### src/hdl/slp_pkg.sv
package slp_pkg;

  // access byte fields
  localparam int AB_PRESENT = 7;
  localparam int AB_LVL_HI = 6;
  localparam int AB_LVL_LO = 5;
  localparam int AB_SEG = 4;
  localparam int AB_EXEC = 3;
  localparam int AB_CONF_DOWN = 2;
  localparam int AB_RW = 1;
  localparam int AB_ACC = 0;

  // segment register indices
  localparam logic [1:0] SEG_EXTRA = 2'h0;
  localparam logic [1:0] SEG_CS = 2'h1;
  localparam logic [1:0] SEG_SS = 2'h2;
  localparam logic [1:0] SEG_DATA = 2'h3;

  // reset contents of the segment caches
  localparam logic [7:0] ACC_RST_CODE = 8'h9B;
  localparam logic [7:0] ACC_RST_DATA = 8'h93;
  localparam logic [15:0] LIM_RST = 16'hFFFF;
  localparam logic [15:0] SEL_RST = 16'h0000;

  // register byte offsets on the bus
  localparam logic [7:0] REG_CTRL = 8'h00;
  localparam logic [7:0] REG_STATUS = 8'h04;
  localparam logic [7:0] REG_CODE_STACK = 8'h08;
  localparam logic [7:0] REG_DATA_EXTRA = 8'h0C;
  localparam int CTRL_PROT_EN = 0;
  localparam logic CTRL_RST = 1'b1;
  localparam int STAT_CNT_LO = 16;

  // fault causes, reported in status bits 2:0
  localparam logic [2:0] CAUSE_NONE = 3'h0;
  localparam logic [2:0] CAUSE_TYPE = 3'h1;
  localparam logic [2:0] CAUSE_PRIV = 3'h2;
  localparam logic [2:0] CAUSE_LIMIT = 3'h3;
  localparam logic [2:0] CAUSE_READ = 3'h4;
  localparam logic [2:0] CAUSE_WRITE = 3'h5;
  localparam logic [2:0] CAUSE_XFER = 3'h6;

  typedef enum logic [1:0] {OP_NONE, OP_LOAD, OP_ACCESS, OP_XFER} slp_op_type;
  typedef enum logic [1:0] {ACC_READ, ACC_WRITE, ACC_EXEC, ACC_FETCH}
    slp_acc_type;
  typedef enum logic [1:0] {XF_JUMP, XF_CALL, XF_RET} slp_xfer_type;

  typedef struct packed {
    logic valid;
    slp_op_type op;
    logic [1:0] seg;
    logic [15:0] selector;
    logic [7:0] access;
    logic [15:0] limit;
    logic [15:0] offset;
    slp_acc_type acc;
    slp_xfer_type xfer;
  } slp_req_type;

  typedef struct packed {
    logic done;
    logic fault;
    logic err_sel;
    logic [15:0] err_code;
    logic proceed;
    logic mark_accessed;
    logic [15:0] mark_selector;
    logic [1:0] current_level;
  } slp_rsp_type;

endpackage : slp_pkg

### src/hdl/slp_check.sv
// Summary of operation
// - data or extra register loads check access byte; failure reports selector.
// - data/extra take data or execute-read; stack read-write data; code code.
// - data loads need descriptor_level at least current_level, else selector fault.
// - stack load faults unless descriptor_level equals current_level.
// - every access offset checked against limit; a read, write or execute violation faults with zero.
// - expand_down clear allows offsets zero through limit inclusive.
// - expand_down set allows limit plus one through 0FFFFH.
// - stack load needs no expand_down; expand-down data fits data/extra.
// - checks finish before memory reference; no update on a faulting push.
// - reads of execute-only code fault with error code zero.
// - executable descriptor loads into data/extra only when readable.
// - every write into a code segment faults with error code zero.
// - executing past code limit faults; prefetch past it never faults.
// - direct jump or call to non-conforming code needs equal levels.
// - returns only to same or lesser privilege; inward only through gates.
// - conforming code accepts transfer from numerically greater current_level.
// - current_level lives in low two bits of code and stack registers.
// - descriptor_level is access byte bits five and six.
// - requested_level above descriptor_level denies the load.
// - effective_level is max of current and requested; must not exceed descriptor_level.
// - bit 3 executable, bit 2 conforming or expand_down, bit 1 read/write.
// - bit 7 present, bit 4 segment descriptor; type checks need bit 4.
// - every successful load sets the descriptor's accessed bit.
`timescale 1ns/100ps
module slp_check (
  input wire logic clk_i, // processor clock
  input wire logic rst_i, // synchronous reset, active high
  input wire slp_pkg::slp_req_type req_i, // check request, one-cycle valid
  output slp_pkg::slp_rsp_type rsp_o, // check answer, one cycle later
  input wire logic wb_cyc_i, // wishbone cycle
  input wire logic wb_stb_i, // wishbone strobe
  input wire logic wb_we_i, // wishbone write enable
  input wire logic [7:0] wb_adr_i, // wishbone byte address
  input wire logic [3:0] wb_sel_i, // wishbone byte selects
  input wire logic [31:0] wb_dat_i, // wishbone write data
  output logic wb_ack_o, // wishbone acknowledge
  output logic [31:0] wb_dat_o // wishbone read data
);

  logic [15:0] seg_sel_q [4];
  logic [7:0] seg_acc_q [4];
  logic [15:0] seg_lim_q [4];
  slp_pkg::slp_rsp_type rsp_q;
  logic prot_en_q;
  logic [2:0] cause_q;
  logic [15:0] fault_cnt_q;
  logic ack_q;
  logic [31:0] dat_q;

  logic [1:0] current_level;
  logic [1:0] descriptor_level;
  logic [1:0] requested_level;
  logic [1:0] effective_level;
  logic [1:0] new_lvl_d;
  logic [7:0] c_acc;
  logic [15:0] c_lim;
  logic expand_down;
  logic in_range;
  logic fetch_ok;
  logic [2:0] cause_d;
  logic fault_d;
  logic commit_d;
  logic wb_wr;

  // lesser privilege of two levels
  function automatic logic [1:0] max_level(input logic [1:0] a,
                                           input logic [1:0] b);
    max_level = (a > b) ? a : b;
  endfunction : max_level

  // legal descriptor type for a target register
  function automatic logic type_ok(input logic [1:0] seg,
                                   input logic [7:0] ab);
    logic code;
    logic rw;
    code = ab[slp_pkg::AB_EXEC];
    rw = ab[slp_pkg::AB_RW];
    if (!ab[slp_pkg::AB_PRESENT] || !ab[slp_pkg::AB_SEG])
      type_ok = 1'b0;
    else if (seg == slp_pkg::SEG_CS)
      type_ok = code;
    // stack needs writable data, expand_down either way
    else if (seg == slp_pkg::SEG_SS)
      type_ok = !code && rw;
    // code into data or extra only if readable
    else
      type_ok = !code || rw;
  endfunction : type_ok

  always_comb
  begin
    current_level = seg_sel_q[slp_pkg::SEG_CS][1:0];
    // level field of the access byte
    descriptor_level = req_i.access[slp_pkg::AB_LVL_HI:slp_pkg::AB_LVL_LO];
    requested_level = req_i.selector[1:0];
    effective_level = max_level(current_level, requested_level);
    c_acc = seg_acc_q[req_i.seg];
    c_lim = seg_lim_q[req_i.seg];
    // bit 2 is expand_down only for data
    expand_down = !c_acc[slp_pkg::AB_EXEC] && c_acc[slp_pkg::AB_CONF_DOWN];
    // normal range; all-ones limit wraps limit+1 to zero: full
    in_range = expand_down ? (req_i.offset > c_lim || &c_lim) :
               (req_i.offset <= c_lim);
    cause_d = slp_pkg::CAUSE_NONE;
    new_lvl_d = current_level;
    fetch_ok = 1'b1;
    case (req_i.op)
      slp_pkg::OP_LOAD:
      begin
        // type check on load; direct code loads go as transfers
        if (!type_ok(req_i.seg, req_i.access) ||
            req_i.seg == slp_pkg::SEG_CS)
          cause_d = slp_pkg::CAUSE_TYPE;
        else if (requested_level > descriptor_level)
          cause_d = slp_pkg::CAUSE_PRIV;
        else if (req_i.seg == slp_pkg::SEG_SS &&
                 descriptor_level != current_level)
          cause_d = slp_pkg::CAUSE_PRIV;
        // data and non-conforming readable code need level check
        else if (!(req_i.access[slp_pkg::AB_EXEC] &&
                   req_i.access[slp_pkg::AB_CONF_DOWN]) &&
                 effective_level > descriptor_level)
          cause_d = slp_pkg::CAUSE_PRIV;
      end
      slp_pkg::OP_XFER:
      begin
        if (!type_ok(slp_pkg::SEG_CS, req_i.access))
          cause_d = slp_pkg::CAUSE_TYPE;
        else if (req_i.xfer == slp_pkg::XF_RET)
        begin
          new_lvl_d = requested_level;
          if (requested_level < current_level)
            cause_d = slp_pkg::CAUSE_XFER;
          else if (req_i.access[slp_pkg::AB_CONF_DOWN] ?
                   (descriptor_level > requested_level) :
                   (descriptor_level != requested_level))
            cause_d = slp_pkg::CAUSE_XFER;
        end
        // conforming target may be more privileged
        else if (req_i.access[slp_pkg::AB_CONF_DOWN])
        begin
          if (descriptor_level > current_level)
            cause_d = slp_pkg::CAUSE_XFER;
        end
        else if (descriptor_level != current_level)
          cause_d = slp_pkg::CAUSE_XFER;
      end
      slp_pkg::OP_ACCESS:
      begin
        if (req_i.acc == slp_pkg::ACC_READ && c_acc[slp_pkg::AB_EXEC] &&
            !c_acc[slp_pkg::AB_RW])
          cause_d = slp_pkg::CAUSE_READ;
        // code is never writable; read-only data too
        else if (req_i.acc == slp_pkg::ACC_WRITE &&
                 (c_acc[slp_pkg::AB_EXEC] || !c_acc[slp_pkg::AB_RW]))
          cause_d = slp_pkg::CAUSE_WRITE;
        // prefetch past limit just does not proceed
        else if (req_i.acc == slp_pkg::ACC_FETCH)
          fetch_ok = in_range;
        else if (!in_range)
          cause_d = slp_pkg::CAUSE_LIMIT;
      end
      default:
        cause_d = slp_pkg::CAUSE_NONE;
    endcase
    // protection disabled: every check passes
    if (!prot_en_q)
    begin
      cause_d = slp_pkg::CAUSE_NONE;
      fetch_ok = 1'b1;
    end
    fault_d = req_i.valid && cause_d != slp_pkg::CAUSE_NONE;
    commit_d = req_i.valid && !fault_d &&
               (req_i.op == slp_pkg::OP_LOAD || req_i.op == slp_pkg::OP_XFER);
  end

  // segment register caches
  always_ff @(posedge clk_i)
  begin
    if (rst_i)
    begin
      for (int i = 0; i < 4; i++)
      begin
        seg_sel_q[i] <= slp_pkg::SEL_RST;
        seg_lim_q[i] <= slp_pkg::LIM_RST;
        seg_acc_q[i] <= (i == 1) ? slp_pkg::ACC_RST_CODE :
                        slp_pkg::ACC_RST_DATA;
      end
    end
    // nothing is written when the check faults
    else if (commit_d && req_i.op == slp_pkg::OP_LOAD)
    begin
      // code and stack registers carry current_level
      // a code load commits only with checks off; the level must not move
      seg_sel_q[req_i.seg] <= (req_i.seg == slp_pkg::SEG_SS ||
                               req_i.seg == slp_pkg::SEG_CS) ?
                              {req_i.selector[15:2], current_level} :
                              req_i.selector;
      seg_acc_q[req_i.seg] <= req_i.access | 8'h01;
      seg_lim_q[req_i.seg] <= req_i.limit;
    end
    else if (commit_d)
    begin
      // new level lands in code and stack registers
      seg_sel_q[slp_pkg::SEG_CS] <= {req_i.selector[15:2], new_lvl_d};
      seg_sel_q[slp_pkg::SEG_SS][1:0] <= new_lvl_d;
      seg_acc_q[slp_pkg::SEG_CS] <= req_i.access | 8'h01;
      seg_lim_q[slp_pkg::SEG_CS] <= req_i.limit;
    end
  end

  // answer to the requester, registered
  always_ff @(posedge clk_i)
  begin
    if (rst_i)
      rsp_q <= '0;
    else
    begin
      rsp_q.done <= req_i.valid;
      rsp_q.fault <= fault_d;
      // selector code on load and transfer, zero on access
      rsp_q.err_sel <= fault_d && req_i.op != slp_pkg::OP_ACCESS;
      rsp_q.err_code <= (fault_d && req_i.op != slp_pkg::OP_ACCESS) ?
                        req_i.selector : 16'h0000;
      // memory reference only after clean checks
      rsp_q.proceed <= req_i.valid && !fault_d && fetch_ok &&
                       req_i.op == slp_pkg::OP_ACCESS;
      // ask descriptor logic to set the accessed bit
      rsp_q.mark_accessed <= commit_d;
      rsp_q.mark_selector <= commit_d ? req_i.selector : 16'h0000;
      rsp_q.current_level <= commit_d ? new_lvl_d : current_level;
    end
  end

  assign rsp_o = rsp_q;

  // write lands at the edge where the master sees ack
  assign wb_wr = wb_cyc_i && wb_stb_i && wb_we_i && ack_q;

  always_ff @(posedge clk_i)
  begin
    if (rst_i)
      ack_q <= 1'b0;
    else
      ack_q <= wb_cyc_i && wb_stb_i && !ack_q;
  end

  always_ff @(posedge clk_i)
  begin
    if (rst_i)
      dat_q <= 32'h00000000;
    else if (wb_cyc_i && wb_stb_i && !ack_q)
    begin
      case (wb_adr_i)
        slp_pkg::REG_CTRL:
          dat_q <= {31'h00000000, prot_en_q};
        slp_pkg::REG_STATUS:
          dat_q <= {fault_cnt_q, 13'h0000, cause_q};
        slp_pkg::REG_CODE_STACK:
          dat_q <= {seg_sel_q[slp_pkg::SEG_SS], seg_sel_q[slp_pkg::SEG_CS]};
        slp_pkg::REG_DATA_EXTRA:
          dat_q <= {seg_sel_q[slp_pkg::SEG_EXTRA],
                    seg_sel_q[slp_pkg::SEG_DATA]};
        default:
          dat_q <= 32'h00000000;
      endcase
    end
  end

  always_ff @(posedge clk_i)
  begin
    if (rst_i)
      prot_en_q <= slp_pkg::CTRL_RST;
    else if (wb_wr && wb_adr_i == slp_pkg::REG_CTRL && wb_sel_i[0])
      prot_en_q <= wb_dat_i[slp_pkg::CTRL_PROT_EN];
  end

  // fault log; a fault in the clearing cycle survives the clear
  always_ff @(posedge clk_i)
  begin
    if (rst_i)
    begin
      fault_cnt_q <= 16'h0000;
      cause_q <= slp_pkg::CAUSE_NONE;
    end
    else if (fault_d)
    begin
      cause_q <= cause_d;
      if (wb_wr && wb_adr_i == slp_pkg::REG_STATUS)
        fault_cnt_q <= 16'h0001;
      else if (fault_cnt_q != 16'hFFFF)
        fault_cnt_q <= fault_cnt_q + 16'h0001;
    end
    else if (wb_wr && wb_adr_i == slp_pkg::REG_STATUS)
    begin
      fault_cnt_q <= 16'h0000;
      cause_q <= slp_pkg::CAUSE_NONE;
    end
  end

  assign wb_ack_o = ack_q;
  assign wb_dat_o = dat_q;
endmodule : slp_check

### config.mk
export PLATFORM = sky130hd
export DESIGN_NAME = slp_check
export DESIGN_NICKNAME = d
export VERILOG_FILES = /design/src/hdl/slp_pkg.sv /design/src/hdl/slp_check.sv
export SDC_FILE = /design/constraint.sdc
export NUM_CORES = 1
export LEC_CHECK = 0
export ABC_AREA = 1
export BUFFER_PORTS_ARGS = -buffer_cell sky130_fd_sc_hd__buf_2
export CORE_MARGIN = 5
export CORE_UTILIZATION = 46
export DETAILED_ROUTE_END_ITERATION = 16
export PLACE_DENSITY_LB_ADDON = 0.3
export SLEW_MARGIN = 20
export SYNTH_ARGS = -nofsm -noshare
export SYNTH_HDL_FRONTEND = slang
export SYNTH_SLANG_ARGS = --single-unit
### constraint.sdc
create_clock -name clk_i -period 4.5 [get_ports clk_i]
set_clock_uncertainty 0.1 [all_clocks]
set_input_delay 0.45 -clock clk_i [delete_from_list [all_inputs] [get_ports clk_i]]
set_output_delay 0.45 -clock clk_i [all_outputs]
set_load 0.02 [all_outputs]
==> flow_summary.json <==
{
  "leakage_nw": 5.32,
  "clkTransAtPathRegs_ns": 0.06,
  "fill_cells": 2045,
  "synth_area_leader_cell": "edfxtp_1",
  "async_flop_share_pct": 0,
  "vias": 8426,
  "ys_seq_elements": 232,
  "syn_nets": 1310,
  "netlist_area_mm2": 0.0107,
  "gp_congestion": 0.865,
  "synth_top_family_by_area": "simple AND/OR/NAND/NOR gates",
  "post_cts_resized": 0,
  "start_util_pct": 47.0,
  "synth_top_flop_cell": "edfxtp_1",
  "syn_area_per_cell_um2": 9.14,
  "max_freq_mhz": 261,
  "cts_tree": "built",
  "seq_area_frac_synth_pct": 56.7,
  "synthAdderAreaFrac_pct": 3.40,
  "clkSinkCount": 232,
  "finalHoldViolCount": 0,
  "setup.worst_path.class": "reg -> reg",
  "grt_max_degree": 52,
  "drtIter0Drc": 721,
  "grt_pass1_wl_mm": 42.2,
  "power.share.switching_pct": 23.8,
  "yosys.area.top_type_share_pct": 39.4,
  "cp.arrival_ns": 4.12,
  "area_delta_synth_final_pct": 17.9,
  "cpPeakStageDelay_ns": 0.40,
  "num_rows": 55,
  "grt.total_usage_pct": 19.9,
  "status": "finished clean",
  "ctsHtreeMaxLevel": 1,
  "grt_overflow": 0,
  "combPwrFrac_pct": 8.6,
  "die_area_mm2": 0.0263,
  "first_pass_iters": 5,
  "post_drt_wl_per_cell_um": 16.2,
  "drtAntennaViolNets": 0,
  "core_mm2": 0.0227,
  "maxCapViolCount": 0,
  "yosys_warnings": 0,
  "antenna_found_initial": 2,
  "cts_setup_buffers": 0,
  "share_seq_of_total_power_pct": 49.1,
  "crit_family": "simple AND/OR/NAND/NOR gates",
  "routed_wl_mm": 26.5,
  "synth_xor_area_share_pct": 0.493,
  "cts_buffer_depth": 3,
  "ir_worst_vdd_uv": 293,
  "grt_setup_unrepaired": "no",
  "drive_above_1_share_pct": 19.6,
  "cp_max_fo": 15,
  "max_slew_margin_pct": 33.0,
  "setup_tns_ns": 0,
  "synth_mux_area_share_pct": 0,
  "p_sw_w": 0.00112,
  "max_slew.worst_pin.slew_ns": 1.00,
  "fin_nets": 1468,
  "post-route-period-util_pct": 85.3,
  "synth_cells": 1167,
  "die_w_um": 162,
  "required_ns": 4.78,
  "synth.distinct_cells": 44,
  "hold_buffers": 0,
  "hpwlAfterDp_mm": 18.4,
  "start_kind": "flop",
  "grt_pass1_vias": 7981,
  "pre_cts_slack_ns": 0.266,
  "synth-simple-area-share_pct": 25.9,
  "synth-edff-count": 140,
  "port_buffers": 150,
  "numCtsBuffers": 25,
  "yosysMostFrequentCell": "nand2_1",
  "path_cells": "inv_1, ha_1, a21oi_1, nor2_1, o21ai_0, ha_1, inv_1, a21oi_1, a221oi_1, a21oi_1, a21oi_1, nor2_1, nand2_1, o21bai_4, nand2_4, nor2_8, nand3_4, buf_4, nor2_1, inv_1, nor2_1",
  "cts-root-buf": "clkbuf_16",
  "ys_top_cells_by_count": "nand2_1, nor2_1, edfxtp_1",
  "fin_ws_ns": 0.663,
  "clockPowerShare_pct": 42.3,
  "clk_latency_ns": 0.53,
  "rrSetupSlack_ns": 0.66,
  "cp-end-kind": "flop",
  "powerDensity_mw_per_mm2": 375,
  "die_y_um": 162,
  "vias_per_cell": 5.17,
  "setup_viol": 0,
  "pin_count": 186,
  "min_period_ns": 3.84,
  "slew_viol_final": 0,
  "path_buf_inv": 4,
  "cp_slowest_cell": "edfxtp_1",
  "drc": 0,
  "holdCritPathClass": "in -> reg",
  "synthTopCellsByArea": "edfxtp_1, dfxtp_1, nand2_1",
  "internal_power_w": 0.00359,
  "synth_compound_area_share_pct": 7.31
}
==> cell usage in the layout (no fill, tap or decap), types with 17 or more instances in the layout <==
cell,instances
ha_1,29
dfxtp_1,92
edfxtp_1,140
clkbuf_16,25
nand3_1,81
nand2_1,332
o211ai_1,17
a21oi_1,64
buf_2,150
buf_4,27
nor2_1,150
inv_1,87
o21ai_0,21
==> flip-flops by register name, indices dropped and copies added, names as in the netlist <==
signal       cells
seg_acc_q       12
rsp_o           39
wb_dat_o        32
prot_en_q        1
seg_sel_q       64
cause_q          3
fault_cnt_q     16
seg_lim_q       64
wb_ack_o         1
==> power groups by stage <==
stage	combinational (W)	clock [W]	sequential, W
floorplan	0.000234	0	0.00237
global placement	0.000397	0	0.00236
detailed placement	0.000405	0	0.00236
CTS	0.000407	0.00203	0.00231
global route	0.000454	0.00211	0.00232
finish	0.000406	0.00199	0.00231
==> cell type report <==
class / instances / area, µm² / share of cell area, %
clock inverter: 9 / 111 / 0.886
inverter: 105 / 394 / 3.13
antenna: 2 / 5.00 / 0.0398
tap: 285 / 357 / 2.84
sequential: 232 / 6050 / 48.1
timing repair buffer: 180 / 1010 / 8.06
clock buffer: 37 / 681 / 5.41
multi-input combinational: 781 / 3970 / 31.5
==> layer usage <==
metal / GRT usage, % / vias up / share of wire [%]
li1: - / 4172 / -
met1: 28.6 / 3886 / 44
met2: 30.7 / 325 / 45
met3: 4.44 / 43 / 8.7
met4: 5.00 / 0 / 2.1
met5: 0 / - / 0
==> through the flow <==
| step | utilization, % | cell area [µm²] | power (W) | instances | hold slack [ns] |
|---|---|---|---|---|---|
| finish | 55.4 | 12600 | 0.00471 | 1631 | 0.0896 |
| global route | 55.4 | 12600 | 0.00488 | 1631 | 0.0973 |
| CTS | 55.3 | 12600 | 0.00475 | 1629 | 0.0859 |
| detailed placement | 51.9 | 11800 | 0.00276 | 1583 | 0.340 |
| global placement | 51.9 | 11800 | 0.00275 | 1583 | 0.336 |
| floorplan | - | 10700 | 0.00261 | 1167 | 0.319 |
==> worst paths after layout <==
path,to,cells past startpoint,from
worst max-delay path,seg_acc_q[0][1],21,seg_sel_q[1][1]
worst min-delay path,prot_en_q,3,wb_dat_i[0]
worst max register to register,seg_acc_q[0][1],21,seg_sel_q[1][1]
worst min register to register,cause_q[1],2,cause_q[1]
==> worst min-delay path: cells and delay by family <==
family / cells / cell delay (ns)
AOI/OAI and AO/OA: 1 / 0.08
buffers and inverters: 2 / 0.14
==> cell families (layout without fill, tap and decap cells) <==
group,count (synthesis),in the layout
and+or+nand+nor,618,618
DFF,232,232
buffers and inverters,154,331
adders and majority gates,29,29
AOI/OAI and AO/OA,128,128
xor gates and xnor gates,6,6
other,0,2
Power figures use the tool's default switching activity.
